==> src/core/bank67_pkg.sv <==
// package: register map, field layout, reset values and types for the bank 6/7 block
// assumes: 32-bit axi4-lite register bus, all counts in bus clocks
package bank67_pkg;

  localparam logic [31:0] bank6_control_offset = 32'h01c8_001c;
  localparam logic [31:0] bank7_control_offset = 32'h01c8_0020;
  localparam logic [31:0] bank_control_reset   = 32'h0001_8008;
  localparam logic [16:0] bank_control_mask    = 17'h1_ffff;

  localparam int mt_lsb     = 15;
  localparam int tacs_lsb   = 13;
  localparam int tcos_lsb   = 11;
  localparam int tacc_lsb   = 8;
  localparam int toch_lsb   = 6;
  localparam int tcah_lsb   = 4;
  localparam int tpac_lsb   = 2;
  localparam int pmc_lsb    = 0;
  localparam int trcd_lsb   = 4;
  localparam int tcas_bit   = 3;
  localparam int tcp_bit    = 2;
  localparam int can_lsb    = 0;

  localparam logic [1:0] axi_resp_okay   = 2'h0;
  localparam logic [1:0] axi_resp_slverr = 2'h2;

  typedef enum logic [1:0] {
    mem_static = 2'b00,
    mem_fp     = 2'b01,
    mem_edo    = 2'b10,
    mem_sdram  = 2'b11
  } mem_type_t;

  typedef struct packed {
    logic [31:0] addr;
    logic        write;
    logic        last;
  } mem_req_t;

  typedef struct packed {
    logic [3:0] ras_cas;
    logic [1:0] cas_low;
    logic [1:0] cas_pre;
    logic [3:0] col_bits;
  } dram_timing_t;

endpackage : bank67_pkg

==> src/core/bank67_memory_timing_config.sv <==
// bank 6/7 control registers and access sequencer for static and page dram
// assumes: axi4-lite master, one access at a time on req port
//
// Functional notes
// - bits 16:15 pick static, fast-page, edo or sdram; reset to sdram.
// - static type uses low fifteen bits as static timing fields.
// - fast-page or edo type uses low six bits as dram timing fields.
// - address leads chip select by 0, 1, 2 or 4 clocks; the code gives 1, 2, 3 or 5.
// - chip select leads output enable by 0, 1, 2 or 4 clocks; the code gives 1, 2, 3 or 5.
// - access strobe lasts 1,2,3,4,6,8,10 or 14 clocks; resets to 1.
// - chip select stays 0, 1, 2 or 4 clocks after output enable; the code gives 1, 2, 3 or 5.
// - address stays 0, 1, 2 or 4 clocks after chip select drops; the code gives 1, 2, 3 or 5.
// - later page accesses last 2, 3, 4 or 6 clocks.
// - bits 1:0 pick single access or page bursts of 4, 8, 16.
// - row to column strobe delay is 1, 2, 3 or 4 clocks.
// - column strobe low 1 clock, or 2 when bit 3 set.
// - column strobe precharge 1 clock, or 2 when bit 2 set.
// - column address width 8, 9, 10 or 11 bits from bits 1:0.
// - every timing count is in bus clocks.
//
// The AXI4-Lite slave port is this design's own decision.
`timescale 1ns/1ps
module bank67_memory_timing_config (
  input  wire logic                      aclk,
  input  wire logic                      aresetn,
  input  wire logic [31:0]               s_axi_awaddr,
  input  wire logic                      s_axi_awvalid,
  output logic                           s_axi_awready,
  input  wire logic [31:0]               s_axi_wdata,
  input  wire logic [3:0]                s_axi_wstrb,
  input  wire logic                      s_axi_wvalid,
  output logic                           s_axi_wready,
  output logic [1:0]                     s_axi_bresp,
  output logic                           s_axi_bvalid,
  input  wire logic                      s_axi_bready,
  input  wire logic [31:0]               s_axi_araddr,
  input  wire logic                      s_axi_arvalid,
  output logic                           s_axi_arready,
  output logic [31:0]                    s_axi_rdata,
  output logic [1:0]                     s_axi_rresp,
  output logic                           s_axi_rvalid,
  input  wire logic                      s_axi_rready,
  input  wire bank67_pkg::mem_req_t      req,
  input  wire logic                      req_valid,
  input  wire logic                      req_bank7,
  output logic                           req_ready,
  output logic                           acc_done,
  output logic                           acc_error,
  output logic [31:0]                    mem_addr,
  output logic                           mem_addr_valid,
  output logic                           bank_chip_select_n,
  output logic                           output_enable_n,
  output logic                           write_enable_n,
  output logic                           ras_n,
  output logic                           cas_n,
  output logic                           col_phase,
  output logic [3:0]                     col_bits
);

  ////////////////////////////////////////////////////////////////////////////
  // helpers

  function automatic logic [4:0] dly4(input logic [1:0] c);
    case (c)
      2'b00:   dly4 = 5'd0;
      2'b01:   dly4 = 5'd1;
      2'b10:   dly4 = 5'd2;
      default: dly4 = 5'd4;
    endcase
  endfunction : dly4

  function automatic logic [4:0] acc_cycles(input logic [2:0] c);
    case (c)
      3'd0:    acc_cycles = 5'd1;
      3'd1:    acc_cycles = 5'd2;
      3'd2:    acc_cycles = 5'd3;
      3'd3:    acc_cycles = 5'd4;
      3'd4:    acc_cycles = 5'd6;
      3'd5:    acc_cycles = 5'd8;
      3'd6:    acc_cycles = 5'd10;
      default: acc_cycles = 5'd14;
    endcase
  endfunction : acc_cycles

  function automatic logic [4:0] page_cycles(input logic [1:0] c);
    case (c)
      2'b00:   page_cycles = 5'd2;
      2'b01:   page_cycles = 5'd3;
      2'b10:   page_cycles = 5'd4;
      default: page_cycles = 5'd6;
    endcase
  endfunction : page_cycles

  function automatic logic [4:0] burst_len(input logic [1:0] c);
    case (c)
      2'b00:   burst_len = 5'd1;
      2'b01:   burst_len = 5'd4;
      2'b10:   burst_len = 5'd8;
      default: burst_len = 5'd16;
    endcase
  endfunction : burst_len

  ////////////////////////////////////////////////////////////////////////////
  // axi4-lite register slave

  logic [16:0] bank6_control_r;
  logic [16:0] bank7_control_r;
  logic        aw_held_r;
  logic [31:0] aw_addr_r;
  logic        w_held_r;
  logic [31:0] w_data_r;
  logic [3:0]  w_strb_r;
  logic        wr_go;
  logic        wr_hit6;
  logic        wr_hit7;

  assign wr_go   = aw_held_r && w_held_r && !s_axi_bvalid;
  assign wr_hit6 = (aw_addr_r[31:2] == bank67_pkg::bank6_control_offset[31:2]);
  assign wr_hit7 = (aw_addr_r[31:2] == bank67_pkg::bank7_control_offset[31:2]);

  function automatic logic [16:0] merge(input logic [16:0] old, input logic [31:0] d,
                                        input logic [3:0] s);
    logic [31:0] v;
    v = {15'h0000, old};
    for (int i = 0; i < 4; i++) begin
      if (s[i]) begin
        v[i*8 +: 8] = d[i*8 +: 8];
      end
    end
    merge = v[16:0] & bank67_pkg::bank_control_mask;
  endfunction : merge

  always_ff @(posedge aclk) begin
    if (!aresetn) begin
      aw_held_r     <= 1'b0;
      aw_addr_r     <= 32'h0000_0000;
      s_axi_awready <= 1'b0;
    end else if (s_axi_awvalid && s_axi_awready) begin
      aw_held_r     <= 1'b1;
      aw_addr_r     <= s_axi_awaddr;
      s_axi_awready <= 1'b0;
    end else if (wr_go) begin
      aw_held_r     <= 1'b0;
    end else begin
      s_axi_awready <= !aw_held_r && !s_axi_awready && s_axi_awvalid;
    end
  end

  always_ff @(posedge aclk) begin
    if (!aresetn) begin
      w_held_r     <= 1'b0;
      w_data_r     <= 32'h0000_0000;
      w_strb_r     <= 4'h0;
      s_axi_wready <= 1'b0;
    end else if (s_axi_wvalid && s_axi_wready) begin
      w_held_r     <= 1'b1;
      w_data_r     <= s_axi_wdata;
      w_strb_r     <= s_axi_wstrb;
      s_axi_wready <= 1'b0;
    end else if (wr_go) begin
      w_held_r     <= 1'b0;
    end else begin
      s_axi_wready <= !w_held_r && !s_axi_wready && s_axi_wvalid;
    end
  end

  always_ff @(posedge aclk) begin
    if (!aresetn) begin
      bank6_control_r <= bank67_pkg::bank_control_reset[16:0];
      bank7_control_r <= bank67_pkg::bank_control_reset[16:0];
    end else if (wr_go) begin
      if (wr_hit6) begin
        bank6_control_r <= merge(bank6_control_r, w_data_r, w_strb_r);
      end
      if (wr_hit7) begin
        bank7_control_r <= merge(bank7_control_r, w_data_r, w_strb_r);
      end
    end
  end

  always_ff @(posedge aclk) begin
    if (!aresetn) begin
      s_axi_bvalid <= 1'b0;
      s_axi_bresp  <= bank67_pkg::axi_resp_okay;
    end else if (wr_go) begin
      s_axi_bvalid <= 1'b1;
      s_axi_bresp  <= (wr_hit6 || wr_hit7) ? bank67_pkg::axi_resp_okay
                                           : bank67_pkg::axi_resp_slverr;
    end else if (s_axi_bready) begin
      s_axi_bvalid <= 1'b0;
    end
  end

  always_ff @(posedge aclk) begin
    if (!aresetn) begin
      s_axi_arready <= 1'b0;
      s_axi_rvalid  <= 1'b0;
      s_axi_rdata   <= 32'h0000_0000;
      s_axi_rresp   <= bank67_pkg::axi_resp_okay;
    end else if (s_axi_arvalid && s_axi_arready) begin
      s_axi_arready <= 1'b0;
      s_axi_rvalid  <= 1'b1;
      if (s_axi_araddr[31:2] == bank67_pkg::bank6_control_offset[31:2]) begin
        s_axi_rdata <= {15'h0000, bank6_control_r};
        s_axi_rresp <= bank67_pkg::axi_resp_okay;
      end else if (s_axi_araddr[31:2] == bank67_pkg::bank7_control_offset[31:2]) begin
        s_axi_rdata <= {15'h0000, bank7_control_r};
        s_axi_rresp <= bank67_pkg::axi_resp_okay;
      end else begin
        s_axi_rdata <= 32'h0000_0000;
        s_axi_rresp <= bank67_pkg::axi_resp_slverr;
      end
    end else if (s_axi_rvalid) begin
      if (s_axi_rready) begin
        s_axi_rvalid <= 1'b0;
      end
    end else begin
      s_axi_arready <= s_axi_arvalid && !s_axi_arready;
    end
  end

  ////////////////////////////////////////////////////////////////////////////
  // access sequencer

  typedef enum logic [3:0] {
    st_idle, st_setup, st_cs, st_strobe, st_page, st_hold, st_addr_hold,
    st_ras, st_cas, st_pre
  } seq_state_t;

  seq_state_t   state_r;
  logic [16:0]  cfg_r;
  logic [31:0]  addr_r;
  logic [4:0]   beats_r;
  logic         tload;
  logic [4:0]   tcount;
  logic         tbusy;
  logic [16:0]  cfg_sel;

  assign cfg_sel   = req_bank7 ? bank7_control_r : bank6_control_r;

  bank67_timer #(.W(5)) u_timer (
    .aclk    (aclk),
    .aresetn (aresetn),
    .load    (tload),
    .count   (tcount),
    .busy    (tbusy),
    .done    ()
  );

  // timer loads on each state entry; tbusy drops when count ran out
  logic [4:0] tcount_nxt;
  seq_state_t state_nxt;

  always_comb begin
    state_nxt  = state_r;
    tcount_nxt = 5'd0;
    case (state_r)
      st_idle: begin
        if (req_valid && req_ready) begin
          case (bank67_pkg::mem_type_t'(cfg_sel[bank67_pkg::mt_lsb +: 2]))
            bank67_pkg::mem_static: begin
              state_nxt  = st_setup;
              tcount_nxt = dly4(cfg_sel[bank67_pkg::tacs_lsb +: 2]);
            end
            bank67_pkg::mem_fp, bank67_pkg::mem_edo: begin
              state_nxt  = st_ras;
              tcount_nxt = 5'(cfg_sel[bank67_pkg::trcd_lsb +: 2]);
            end
            default: state_nxt = st_idle;
          endcase
        end
      end
      st_setup: if (!tbusy) begin
        state_nxt  = st_cs;
        tcount_nxt = dly4(cfg_r[bank67_pkg::tcos_lsb +: 2]);
      end
      st_cs: if (!tbusy) begin
        state_nxt  = st_strobe;
        tcount_nxt = acc_cycles(cfg_r[bank67_pkg::tacc_lsb +: 3]) - 5'd1;
      end
      st_strobe, st_page: if (!tbusy) begin
        if (beats_r > 5'd1) begin
          state_nxt  = st_page;
          tcount_nxt = page_cycles(cfg_r[bank67_pkg::tpac_lsb +: 2]) - 5'd1;
        end else begin
          state_nxt  = st_hold;
          tcount_nxt = dly4(cfg_r[bank67_pkg::toch_lsb +: 2]);
        end
      end
      st_hold: if (!tbusy) begin
        state_nxt  = st_addr_hold;
        tcount_nxt = dly4(cfg_r[bank67_pkg::tcah_lsb +: 2]);
      end
      st_addr_hold: if (!tbusy) state_nxt = st_idle;
      st_ras: if (!tbusy) begin
        state_nxt  = st_cas;
        tcount_nxt = cfg_r[bank67_pkg::tcas_bit] ? 5'd1 : 5'd0;
      end
      st_cas: if (!tbusy) begin
        state_nxt  = st_pre;
        tcount_nxt = cfg_r[bank67_pkg::tcp_bit] ? 5'd1 : 5'd0;
      end
      st_pre: if (!tbusy) state_nxt = st_idle;
      default: state_nxt = st_idle;
    endcase
  end

  assign tload  = (state_nxt != state_r) || (state_r == st_page && state_nxt == st_page
                  && !tbusy);
  assign tcount = tcount_nxt;

  always_ff @(posedge aclk) begin
    if (!aresetn) begin
      state_r <= st_idle;
    end else begin
      state_r <= state_nxt;
    end
  end

  // configuration latched at access start only
  always_ff @(posedge aclk) begin
    if (!aresetn) begin
      cfg_r   <= bank67_pkg::bank_control_reset[16:0];
      addr_r  <= 32'h0000_0000;
      beats_r <= 5'd0;
    end else if (state_r == st_idle && req_valid && req_ready) begin
      cfg_r   <= cfg_sel;
      addr_r  <= req.addr;
      beats_r <= burst_len(cfg_sel[bank67_pkg::pmc_lsb +: 2]);
    end else if ((state_r == st_strobe || state_r == st_page) && !tbusy
                 && beats_r > 5'd1) begin
      beats_r <= beats_r - 5'd1;
      addr_r  <= addr_r + 32'h0000_0004;
    end
  end

  ////////////////////////////////////////////////////////////////////////////
  // registered pins

  always_ff @(posedge aclk) begin
    if (!aresetn) begin
      req_ready          <= 1'b0;
      acc_done           <= 1'b0;
      acc_error          <= 1'b0;
      mem_addr           <= 32'h0000_0000;
      mem_addr_valid     <= 1'b0;
      bank_chip_select_n <= 1'b1;
      output_enable_n    <= 1'b1;
      write_enable_n     <= 1'b1;
      ras_n              <= 1'b1;
      cas_n              <= 1'b1;
      col_phase          <= 1'b0;
      col_bits           <= 4'd8;
    end else begin
      req_ready      <= (state_nxt == st_idle) && !(req_valid && req_ready);
      acc_done       <= (state_r != st_idle) && (state_nxt == st_idle);
      acc_error      <= (state_r == st_idle) && req_valid && req_ready
                        && (cfg_sel[bank67_pkg::mt_lsb +: 2] == bank67_pkg::mem_sdram);
      mem_addr       <= (state_nxt == st_idle) ? mem_addr
                        : ((state_r == st_idle) ? req.addr : addr_r);
      mem_addr_valid <= (state_nxt != st_idle);
      bank_chip_select_n <= !(state_nxt inside {st_cs, st_strobe, st_page, st_hold,
                                               st_ras, st_cas, st_pre});
      output_enable_n    <= !((state_nxt inside {st_strobe, st_page}) && !cfg_r_wr(state_r));
      write_enable_n     <= !((state_nxt inside {st_strobe, st_page}) && cfg_r_wr(state_r));
      ras_n              <= !(state_nxt inside {st_ras, st_cas});
      cas_n              <= !(state_nxt == st_cas);
      col_phase          <= (state_nxt == st_cas);
      col_bits           <= 4'd8 + {2'b00, cfg_r[bank67_pkg::can_lsb +: 2]};
    end
  end

  logic wr_r;
  always_ff @(posedge aclk) begin
    if (!aresetn) begin
      wr_r <= 1'b0;
    end else if (state_r == st_idle && req_valid && req_ready) begin
      wr_r <= req.write;
    end
  end

  function automatic logic cfg_r_wr(input seq_state_t s);
    cfg_r_wr = (s == st_idle) ? req.write : wr_r;
  endfunction : cfg_r_wr

endmodule : bank67_memory_timing_config

==> src/core/bank67_timer.sv <==
// one down counter: loads a cycle count, pulses done when it expires
// assumes: single clock, synchronous active-low reset
`timescale 1ns/1ps
module bank67_timer #(
  parameter int W = 5
) (
  input  wire logic         aclk,
  input  wire logic         aresetn,
  input  wire logic         load,
  input  wire logic [W-1:0] count,
  output logic              busy,
  output logic              done
);

  logic [W-1:0] cnt_r;

  always_ff @(posedge aclk) begin
    if (!aresetn) begin
      cnt_r <= '0;
      done  <= 1'b0;
    end else if (load) begin
      cnt_r <= count;
      done  <= (count == '0);
    end else if (cnt_r != '0) begin
      cnt_r <= cnt_r - W'(1);
      done  <= (cnt_r == W'(1));
    end else begin
      done  <= 1'b0;
    end
  end

  assign busy = (cnt_r != '0);

endmodule : bank67_timer

==> config.mk <==
export PLATFORM = sky130hd
export DESIGN_NAME = bank67_memory_timing_config
export DESIGN_NICKNAME = d
export VERILOG_FILES = /design/src/core/bank67_pkg.sv /design/src/core/bank67_memory_timing_config.sv /design/src/core/bank67_timer.sv
export SDC_FILE = /design/constraint.sdc
export NUM_CORES = 1
export LEC_CHECK = 0
export BUFFER_PORTS_ARGS = -buffer_cell sky130_fd_sc_hd__buf_2
export CORE_ASPECT_RATIO = 1.25
export CORE_MARGIN = 2
export CORE_UTILIZATION = 49
export CTS_CLUSTER_DIAMETER = 40
export DETAILED_ROUTE_END_ITERATION = 10
export PLACE_DENSITY = 0.8
export SLEW_MARGIN = 15
export SYNTH_ARGS = -nofsm -noshare
export SYNTH_HDL_FRONTEND = slang
export SYNTH_SLANG_ARGS = --single-unit
==> constraint.sdc <==
create_clock -name aclk -period 9.7 [get_ports aclk]
set_input_delay 1.455 -clock aclk [delete_from_list [all_inputs] [get_ports aclk]]
set_output_delay 1.455 -clock aclk [all_outputs]
set_load 0.005 [all_outputs]
==> results list, run 1 <==
- The initial antenna violation count is 3.
- The floorplan step set the die width to 134 µm.
- Layout Cell Area excl Fill: 0.0123 mm²
- The critical path is of the primary input to flop type.
- The area growth from synthesis to layout is 18.8%.
- Maximum number of pins on one net before global-route repair: 105
* Number of global-route vias before repair: 8915
- Wires add up to 25900 µm.
- Async S/R FF share, synth: 0%
- Commonest cells in the synthesized netlist: nand2_1 (273), dfxtp_1 (214), a21oi_1 (96)
- Sw power: 0.00105 W
- Total power per unit cell area: 253 mW/mm²
- The number of setup buffers added after CTS is 0.
- Leakage dissipation: 5.07 nW
- The cell count after synthesis came out at 1238.
* Post-layout utilization of the core: 59.2%
- Slew @ Worst Pin: 1.09 ns
- The worst-case IR drop observed on VDD is 0.000215 V.
- Drt drc: 0
- Cell accounting for the most synthesized area: dfxtp_1
- No sink is reached through more buffers than the 3 on the longest clock path.
- Hold-fix buffers, CTS: 0
- Post-route ant nets: 0
* Core Rows: 59
- Number of sinks on the clock net: 214
* Main area contributors after synthesis: dfxtp_1 (41%), nand2_1 (9.9%), mux2i_1 (7.6%)
- Among all flip-flop cells after synthesis, the most frequent one is dfxtp_1.
* Number of maximum-capacitance violations: 0
- The routed layout has 9430 vias.
- Tightest slew margin relative to the limit: 27.2%
* First-pass GRT wire length: 42800 µm
- Portion of synthesized cell area occupied by the leading cell type: 41.5%
- Count of final setup violators: 0
- Yosys mapped the design onto 69 distinct sky130hd cell types.
* WP data required: 10.15 ns
- Crit-path leading delay family: buffers and inverters
- Once placement completed, the tool counted placed cells totaling 1624.
* Max-slew violation total from the final report: 0
- STA classifies the critical path startpoint as a primary input.
- I/O pins: 230
* Number of enable-type register cells in the synthesized netlist: 0
- Net Sw Frac: 33.8%
- Port buffering added 189 buffers.
* Class of the most critical hold timing path: flop to flop
* Min Clock Period, post-route: 4.04 ns
- Number of vias per cell after detailed routing: 5.62
- Remaining global-route overflow: 0
- The floorplan step defined a die boundary enclosing 0.0223 mm².
- Global routing used 22.6% of the available tracks.
* Number of clock buffers inserted by TritonCTS: 28
- First-pass iteration count of the detailed router: 5
* HPWL after DPL: 17500 µm
* Post-Route Skew: 0.0186 ns
- Timing-limited maximum frequency: 248 MHz
* Bufs and invs on worst path: 2
* TritonCTS clock tree: yes
- Register share of total power: 36.5%
- Die Height: 166 µm
- Fin. Hold Viols: 0
* Wire per inst: 15.4 µm
- Cts repair resizes: 0
- Initial DRC Count: 728
- Clock latency at the later pin of the worst-skew pair: 0.53 ns
- Counting stages on the worst path, the most repeated cell is mux2i_1.
- RSZ-0062 raised after global routing: no
- For this design, the slowest cell found on the critical path is or3_1.
- Clock network power share: 33.7%
- At the end of routability-driven placement, the weighted congestion stood at 0.868.
* Synth Cell Area: 0.0103 mm²
* Fill cell count: 1857
- In the post-synthesis netlist, the cell with the most instances is nand2_1.
* Post-CTS clock slew at the launch and capture registers of the worst setup and hold paths: 0.06 ns
- Seq/Total Area, Yosys: 41.5%
- Proportion of power drawn by combinational gates: 29.8%
- Non-Filler Instances: 1678
- Nets: 1537
- Internal power comes to 0.00205 W.
* Cell at the root of the clock tree: clkbuf_16
* Synth Area per Inst: 8.35 µm²
- Setup total negative slack on the finished layout was measured at 0 ns.
- Traced cell by cell, the critical path runs through buf_2 > mux2i_1 > ha_1 > nand3_1 > a2111oi_0 > or3_1 > a211oi_4 > buf_4 > mux2i_1.
- Result of the run: finished, final reports clean
- Worst-path fanout max: 34
- After synthesis the netlist holds a flip-flop and latch count of 214.
* Yosys warning count: 0
* Post-DP Area: 0.0113 mm²
- In this design, the stage delay of the slowest critical-path cell is 0.52 ns.
- CTS built an H-tree with a depth of 1.
* Share of cells above drive strength 1: 21.0%
- Initial Utilization: 49.8%
- Kind of end point of the critical path: flop
- The final critical path takes up 41.6% of the cycle.
- Area inside the core boundary: 0.0207 mm²
- Arrival @ worst endpoint: 4.49 ns
power by group through the flow:
stage | Sequential [W] | Clock, W | Combinational [W]
3_3_place_gp | 0.00115 | 0 | 0.000897
5_1_grt | 0.00115 | 0.00110 | 0.00102
4_1_cts | 0.00113 | 0.00106 | 0.000926
3_5_place_dp | 0.00115 | 0 | 0.000920
6_report | 0.00113 | 0.00104 | 0.000925
2_1_floorplan | 0.00112 | 0 | 0.000710
sequential cells by signal, summed over array words and instances, names as in the netlist, 2 cells and up:
register,flops
addr_r,32
mem_addr,32
aw_addr_r,30
bank6_control_r,17
bank7_control_r,17
s_axi_rdata,17
w_data_r,17
cfg_r,13
beats_r,5
u_timer.cnt_r,5
state_r,4
w_strb_r,3
col_bits,2
cell type report:
class	count	area, µm²	area share, %
diodes	2	5.00	0.0408
repair buffers	196	1000	8.15
well taps	274	343	2.79
clock inverters	19	208	1.69
multi-input cells	916	5580	45.5
flip-flops and latches	214	4280	34.9
clock buffers	33	761	6.20
inverters	24	92.6	0.754
worst reg2reg max path, cell delays in order (launching register included):
cell and delay, ns:
dfxtp_1 0.32, inv_1 0.08, ha_1 0.18, nor4b_2 0.53
buf_4 0.28, o211a_1 0.58, nand2_1 0.53, or4_1 0.64
a31oi_1 0.18
metrics by stage:
| stage | setup WS, ns | total power [W] | hold slack [ns] |
|---|---|---|---|
| after floorplan | 5.41 | 0.00183 | 0.430 |
| after CTS | 5.69 | 0.00311 | 0.454 |
| after global routing | 5.52 | 0.00327 | 0.472 |
| after global placement | 5.25 | 0.00204 | 0.439 |
| final | 5.66 | 0.00310 | 0.452 |
| after detailed placement | 5.15 | 0.00207 | 0.445 |
metal layers:
layer	track usage (%)	share of wire [%]	wire, µm	up-vias
met3	3.88	6.1	1570	53
met2	38.7	49	12800	302
met4	8.00	2.5	656	2
li1	-	-	-	4647
met1	28.4	42	10900	4426
met5	0	0.042	11	-
kinds of logic after synthesis:
| family | Yosys count | share of synthesized area [%] |
|---|---|---|
| xor+xnor | 14 | 1.19 |
| mux | 111 | 11.2 |
| buf+inv | 125 | 5.41 |
| fa+ha+maj | 14 | 1.70 |
| other cells | 2 | 0.0727 |
| simple gates | 503 | 23.2 |
| flops | 214 | 41.5 |
| compound gates | 255 | 15.9 |
final timing paths:
path,end,start,slack [ns],depth (start not counted)
max,mem_addr[26],req_bank7,5.66,9
min,addr_r[0],addr_r[0],0.45,2
max reg2reg,addr_r[23],u_timer.cnt_r[0],6.32,8
min reg2reg,addr_r[0],addr_r[0],0.45,2
cells in the final DEF (no fill, tap or decap), types with 19 or more instances in the layout:
cell	count
nor2_1	64
inv_1	23
nand3_1	21
nand4_1	24
clkbuf_16	29
mux2i_1	78
buf_2	188
mux2_2	33
dfxtp_1	214
a22oi_1	19
o21ai_0	29
a21oi_1	96
nand2_1	273
conb_1	19
No activity file was read; power rests on OpenSTA's default activity.
==> run 2: changes to the inputs <==
Settings changed: PLACE_DENSITY 0.8 to 0.83.
Clock period 9.7 ns to 3.47 ns, I/O delays scaled along.
==> run 2 against run 1 <==
Against the previous run: sequential cell count did not move; critical endpoint is now mem_addr[20]; first-iteration DRC count fell by 3.7%; power rose to 2.9 times the previous value; worst hold slack got worse by 0.23 ns; via count rose by 0.99%; sequential power rose to 2.8 times the previous value; worst setup slack got worse by 4.9 ns; cell area rose by 0.86%; die area did not move; final cell count rose by 0.36%.
==> results list, run 2 (synthesis gave the netlist of run 1 again) <==
* Peak VDD IR: 0.000474 V (+120%)
- The HPWL after detailed placement is 17700 µm (+1.1%).
- TritonCTS built the clock tree.
- Leakage dissipation: 5.15 nW (+1.5%)
* Clock latency at the later pin of the worst-skew pair: 0.53 ns (about the same)
- Total power per unit cell area: 715 mW/mm² (+180%)
- The count of standard-cell rows came to 59 (unchanged).
* Highest-count cells in the layout ignoring fill and taps: nand2_1 (273), dfxtp_1 (214), buf_2 (188)
- The die outline width is 134 µm (unchanged).
- Kind of end point of the critical path: flop
- The sequential cell area in the final layout is 0.00428 mm² (unchanged).
- Antenna fix cells: 0 (-2)
- Count of final setup violators: 0 (unchanged)
- Cell count of the worst reg-to-reg path: 8 (unchanged)
- Clock network power share: 33.6% (about the same)
- The slew at the pin closest to its max-slew limit came to 0.949 ns (-0.143 ns).
* Crit Path Category: flop to flop
- Class of the most critical hold timing path: primary input to flop
- Die Height: 166 µm (unchanged)
* Post-Route Skew: 0.0193 ns (+0.000737 ns)
- The count of final hold-check violations came to 0 (unchanged).
- Number of clock buffers inserted by TritonCTS: 28 (unchanged)
* I/O pins: 230 (unchanged)
- Arrival @ worst endpoint: 3.17 ns (-1.32 ns)
- STA classifies the critical path startpoint as a flop.
- The detailed-router iteration count before antenna repair came to 5 (unchanged).
- The post-detailed-route count of antenna-violating nets was 0 (unchanged).
- The number of max-slew violations in the final report was 0 (unchanged).
* Via count of the routed design: 9523 (+0.99%)
- Initial Utilization: 49.8% (unchanged)
- The total of fill cells in the finished design was 1755 (-5.5%).
- The post-route DRC violation count is 0 (unchanged).
* Share of cells above drive strength 1: 21.5% (+0.45 points)
- The number of maximum-capacitance violations is 0 (unchanged).
- Setup slack on the worst flop-to-flop path: 0.75 ns (-5.57 ns)
* Remaining global-route overflow: 0 (unchanged)
- Final worst path period share: 78.2%
- Worst-path fanout max: 35 (+2.9%)
- The starting DRC count in detailed routing came to 701 (-3.7%).
- The overall die area came to 0.0223 mm² (unchanged).
- Area growth from synthesis to final layout: 19.8%
* Internal power contribution: 0.00589 W (+190%)
* Wire per inst: 15.4 µm (about the same)
- Launch instance of the worst min-delay path: s_axi_awaddr[27]
- The final non-filler cell area is 0.0124 mm² (+0.86%).
- The total area of multi-input combinational cells came to 0.00558 mm² (unchanged).
* Total length of routed wires: 26000 µm (+0.43%)
- The path with the worst hold slack has its endpoint at aw_addr_r[27].
* First-pass GRT wire length: 42900 µm (+0.31%)
* H-tree Lvls: 1 (unchanged)
- FF-to-FF End: mem_addr[20]
* Min Clock Period, post-route: 2.72 ns
* Launching instance or port of the critical path: u_timer.cnt_r[0]
- Final Wtd Congestion: 0.852 (-1.9%)
- The worst hold path depth came to 3 (+1).
- Number of antenna violations at the first check in global routing: 1 (-2)
- The total placed instance area is 0.0114 mm² (+0.82%).
- The endpoint required time on the critical path is 3.92 ns (-6.23 ns).
- Net Sw Frac: 33.5% (-0.31 points)
- The sequential fraction of design power is 35.8% (-0.7 points).
- The combinational fraction of design power was 30.6% (+0.8 points).
- The largest registers in the layout are addr_r x32, mem_addr x32, aw_addr_r x30.
- The register clock-pin slew on the reported worst setup and hold paths came to 0.06 ns (about the same).
- The area of the placeable core was 0.0207 mm² (unchanged).
- Setup Fix Bufs, Post-CTS: 0 (unchanged)
- The quantity of I/O buffers inserted on ports came to 189 (unchanged).
* Cell at the root of the clock tree: clkbuf_16
- The post-detailed-route via-to-cell ratio is 5.65 (+0.63%).
- Maximum buffer depth of the clock tree: 3 (unchanged)
* RSZ-0062 raised after global routing: no
- Cts repair resizes: 0 (unchanged)
* Number of sinks on the clock net: 214 (unchanged)
* Timing-limited maximum frequency: 368 MHz
- The global router's overall resource usage is 22.7% (+0.16 points).
- Tightest slew margin relative to the limit: 36.6% (+9.4 points)
- Hold-fix buffers, CTS: 0 (unchanged)
* Nets: 1546 (+0.59%)
- The reported net switching power is 0.00297 W (+180%).
- Result of the run: finished, final reports clean
- The maximum number of pins on one net before global-route repair is 130 (+24%).
- Reg2Reg Launch Point: u_timer.cnt_r[0]
- The total negative slack is 0 ns (unchanged).
- Number of global-route vias before repair: 9012 (+1.1%)
- Leading cell type in the layout, fill and taps excluded: nand2_1
==> run 2: cell count changes in the layout (fill, tap and decap cells not counted) <==
cell | before | now
buf_4 | 8 | 15
clkinvlp_4 | 5 | 2
buf_12 | 0 | 2
clkinv_4 | 4 | 2
diode_2 | 2 | 0
inv_8 | 2 | 4
bufinv_16 | 2 | 3
clkinv_2 | 2 | 3
==> run 2: worst max path at each step <==
stage / to / slack (ns)
global route: addr_r[27] / 0.57
floorplan: mem_addr[10] / 0.12
detailed placement: mem_addr[13] / 0.30
CTS: write_enable_n / 0.78
finish: mem_addr[20] / 0.75
global placement: mem_addr[25] / 0.40
==> run 2: power groups by stage <==
stage	logic, W	registers [W]	clock network [W]
4_1_cts	0.00269	0.00316	0.00301
2_1_floorplan	0.00198	0.00312	0
3_3_place_gp	0.00260	0.00320	0
5_1_grt	0.00295	0.00322	0.00311
6_report	0.00270	0.00317	0.00298
3_5_place_dp	0.00266	0.00321	0
==> run 2: worst max-delay path: stages (launching register included) <==
cell	delay [ns]
dfxtp_1	0.33
inv_1	0.08
ha_1	0.18
or4b_1	0.70
nor2_1	0.28
o21ai_1	0.18
a211oi_4	0.32
buf_12	0.29
mux2i_1	0.24
==> run 2: per-stage QoR <==
| stage | utilization, % | power (W) | cells | hold WS, ns | setup slack, ns |
|---|---|---|---|---|---|
| floorplan | - | 0.00511 | 1255 | 0.430 | 0.117 |
| global placement | 54.9 | 0.00579 | 1633 | 0.440 | 0.403 |
| detailed placement | 54.9 | 0.00587 | 1633 | 0.445 | 0.298 |
| CTS | 59.7 | 0.00887 | 1684 | 0.215 | 0.782 |
| global route | 59.7 | 0.00929 | 1684 | 0.229 | 0.570 |
| finish | 59.7 | 0.00885 | 1684 | 0.223 | 0.755 |
==> run 2: layer usage <==
metal  share of wire [%]  GRT usage [%]  up-vias
li1                    -              -     4668
met5               0.027              0        -
met2                  50           40.2      328
met4                 3.0           7.96        2
met3                 6.2           3.82       57
met1                  41           27.7     4468
==> run 2: final cells by class <==
cell class	instances	share of cell area (%)
Inverter	24	0.748
Clock inverter	18	1.82
Clock buffer	33	6.14
Multi-Input combinational cell	916	45.1
Sequential cell	214	34.6
Timing Repair Buffer	205	8.83
Tap cell	274	2.77
==> run 3: changes to the inputs <==
Settings changed: PLACE_DENSITY 0.83 to 0.8.
Clock period 3.47 ns to 2.8 ns, I/O delays scaled along.
==> run 3 against run 2 <==
Against the previous run: critical path depth is 2 higher; worst hold slack worse by 0.099 ns; clock-buffer cell count stayed put; global-route usage is 0.35 points higher; largest cell class unchanged; highest routed layer unchanged.
==> results list, run 3 (synthesis gave the netlist of run 1 again) <==
- The number of clock sinks seen by CTS came to 214 (unchanged).
- The final setup violation count came to 0 (unchanged).
* Final setup slack of the worst path: 0.150 ns (-0.605 ns)
* Port-buffer cells: 189 (unchanged)
- The slew at the pin closest to its max-slew limit is 0.955 ns (+0.00538 ns).
* Worst-path fanout max: 18 (-49%)
* Post-Route Skew: 0.0198 ns (+0.000507 ns)
- The non-filler instance count after layout is 1701 (+1.0%).
- The setup path with the least slack is of type flop to flop.
* Fill cell count: 1785 (+1.7%)
- The count of standard-cell rows came to 59 (unchanged).
- The number of maximum-capacitance violations came to 0 (unchanged).
* Total power after layout: 0.0112 W (+26%)
- Area inside the core boundary: 0.0207 mm² (unchanged)
- The height of the die is 166 µm (unchanged).
- Initial DRC Count: 676 (-3.6%)
- Leakage dissipation: 5.21 nW (+1.2%)
- The maximum number of pins on one net before global-route repair was 130 (unchanged).
- The number of CTS-inserted buffers is 28 (unchanged).
- Final Wtd Congestion: 0.922 (+8.2%)
- Post-CTS clock slew at the launch and capture registers of the worst setup and hold paths: 0.06 ns (about the same)
* Startpoint kind of the worst setup timing path: flop
- Total length of routed wires: 26900 µm (+3.4%)
- Maximum buffer depth of the clock tree: 3 (unchanged)
* Max-slew violation total from the final report: 0 (unchanged)
* Internal power contribution: 0.00743 W (+26%)
- The relative slew slack was 36.2% (-0.36 points).
- The post-detailed-route count of antenna-violating nets was 0 (unchanged).
- Min Clock Period, post-route: 2.65 ns (-0.0649 ns)
- The worst setup path is captured at a flop.
- From synthesis to final layout, the design area changed by 20.9%.
- Layout Cell Area excl Fill: 0.0125 mm² (+0.93%)
- TritonCTS clock tree: yes
* Post-DP Area: 0.0115 mm² (+0.92%)
- Clock latency at the later pin of the worst-skew pair: 0.53 ns (about the same)
* Net Sw Frac: 33.5% (about the same)
- The initial antenna violation count came to 2 (+1).
- The peak clock frequency supported by timing was 377 MHz (+2.4%).
- Fin. Hold Viols: 0 (unchanged)
- Hold-fix buffers, CTS: 0 (unchanged)
* Die X: 134 µm (unchanged)
* Cell at the root of the clock tree: clkbuf_16
- Remaining global-route overflow: 0 (unchanged)
- The sequential fraction of design power came to 35.2% (-0.6 points).
- RSZ-0062 raised after global routing: no
- The total vias in the final route was 9599 (+0.80%).
* Post-place setup slack: -0.0466 ns (-0.344 ns)
- Class of the most critical hold timing path: primary input to flop
- The post-detailed-route via-to-cell ratio was 5.64 (-0.21%).
* Peak VDD IR: 0.000722 V (+52%)
* First-pass iteration count of the detailed router: 7 (+2)
- Area of the die: 0.0223 mm² (unchanged)
- WP data required: 3.23 ns (-0.69 ns)
* Sw power: 0.00374 W (+26%)
* H-tree Lvls: 1 (unchanged)
* Highest-count cells in the layout ignoring fill and taps: nand2_1 (273), dfxtp_1 (214), buf_2 (188)
- The wire length of the first global-routing pass was 43600 µm (+1.6%).
- The count of nets after finishing is 1562 (+1.0%).
- Leading cell type in the layout, fill and taps excluded: nand2_1
- Placed insts: 1647 (+0.86%)
- Result of the run: finished, final reports clean
- The share of the clock period used by the worst path after layout is 94.7% (+16 points).
- HPWL after DPL: 18300 µm (+3.0%)
- Registers with the most flip-flops: addr_r x32, mem_addr x32, aw_addr_r x30
* Initial Utilization: 49.8% (unchanged)
- Share of cells above drive strength 1: 22.4% (+0.95 points)
* Total power per unit cell area: 894 mW/mm² (+25%)
- Wire per inst: 15.8 µm (+2.3%)
- The number of global-route vias before repair is 9166 (+1.7%).
- The clock power share came to 32.3% (-1.3 points).
- The arrival time of the worst setup path is 3.08 ns (-0.09 ns).
- The post-route DRC violation count came to 0 (unchanged).
- Tot GR Track Use: 23.1% (+0.35 points)
- The boundary pin count was 230 (unchanged).
* Proportion of power drawn by combinational gates: 32.5% (+1.9 points)
-- run 3: changes by cell type in the layout (fill, tap and decap cells not counted), moves of 2 or more --
cell        change
buf_4          +15
clkinvlp_4      +4
clkinv_2        +2
clkinv_4        -2
inv_6           -2
-- run 3: metrics by stage --
step / hold WS (ns) / util [%] / setup TNS (ns)
final: 0.124 / 60.2 / 0
after global routing: 0.120 / 60.2 / 0
after CTS: 0.116 / 60.0 / 0
after detailed placement: 0.444 / 55.4 / -0.0697
after global placement: 0.439 / 55.4 / 0
after floorplan: 0.430 / - / 0
-- run 3: repair_timing --
action,4_1_cts,5_1_grt
hold endpoints to repair,0,0
endpoints found under the setup margin,0,33
gates resized for setup,0,2
setup buffers,0,1
-- run 3: layout make-up --
type	instances	area (µm²)	area share, %
antenna	1	2.50	0.0200
clock buffer	33	751	6.01
clock inverter	18	203	1.62
inverter	24	92.6	0.741
multi-input combinational	916	5590	44.7
sequential	214	4280	34.3
tap	274	343	2.74
timing repair buffer	221	1230	9.85
-- run 3: final timing paths --
path,startpoint,to,slack (ns),cells past startpoint
worst max-delay path,u_timer.cnt_r[0],mem_addr[17],0.15,10
worst min-delay path,s_axi_awaddr[5],aw_addr_r[5],0.12,3
worst max register to register,u_timer.cnt_r[0],mem_addr[17],0.15,10
worst min register to register,aw_addr_r[22],aw_addr_r[22],0.45,2
-- run 3: power by group through the flow --
stage | registers [W] | clock network, W | logic [W]
2_1_floorplan | 0.00387 | 0 | 0.00247
3_3_place_gp | 0.00397 | 0 | 0.00330
3_5_place_dp | 0.00399 | 0 | 0.00337
4_1_cts | 0.00392 | 0.00365 | 0.00342
5_1_grt | 0.00400 | 0.00379 | 0.00393
6_report | 0.00393 | 0.00360 | 0.00363
-- run 3: worst max-delay path, stage by stage (launching register included) --
cell and delay [ns]:
dfxtp_1 0.33, inv_1 0.10, ha_1 0.19, or4b_4 0.53, buf_4 0.19, nor2_1 0.19, o21ai_2 0.14, a211oi_4 0.28
buf_4 0.18, buf_12 0.18, mux2i_1 0.25
-- run 3: layer usage --
metal,up-vias,global-route usage [%],part of all wire [%]
met5,-,0,0.048
met4,2,8.60,3.1
met3,70,3.88,6.6
met2,347,40.4,49
met1,4487,28.3,41
li1,4693,-,-
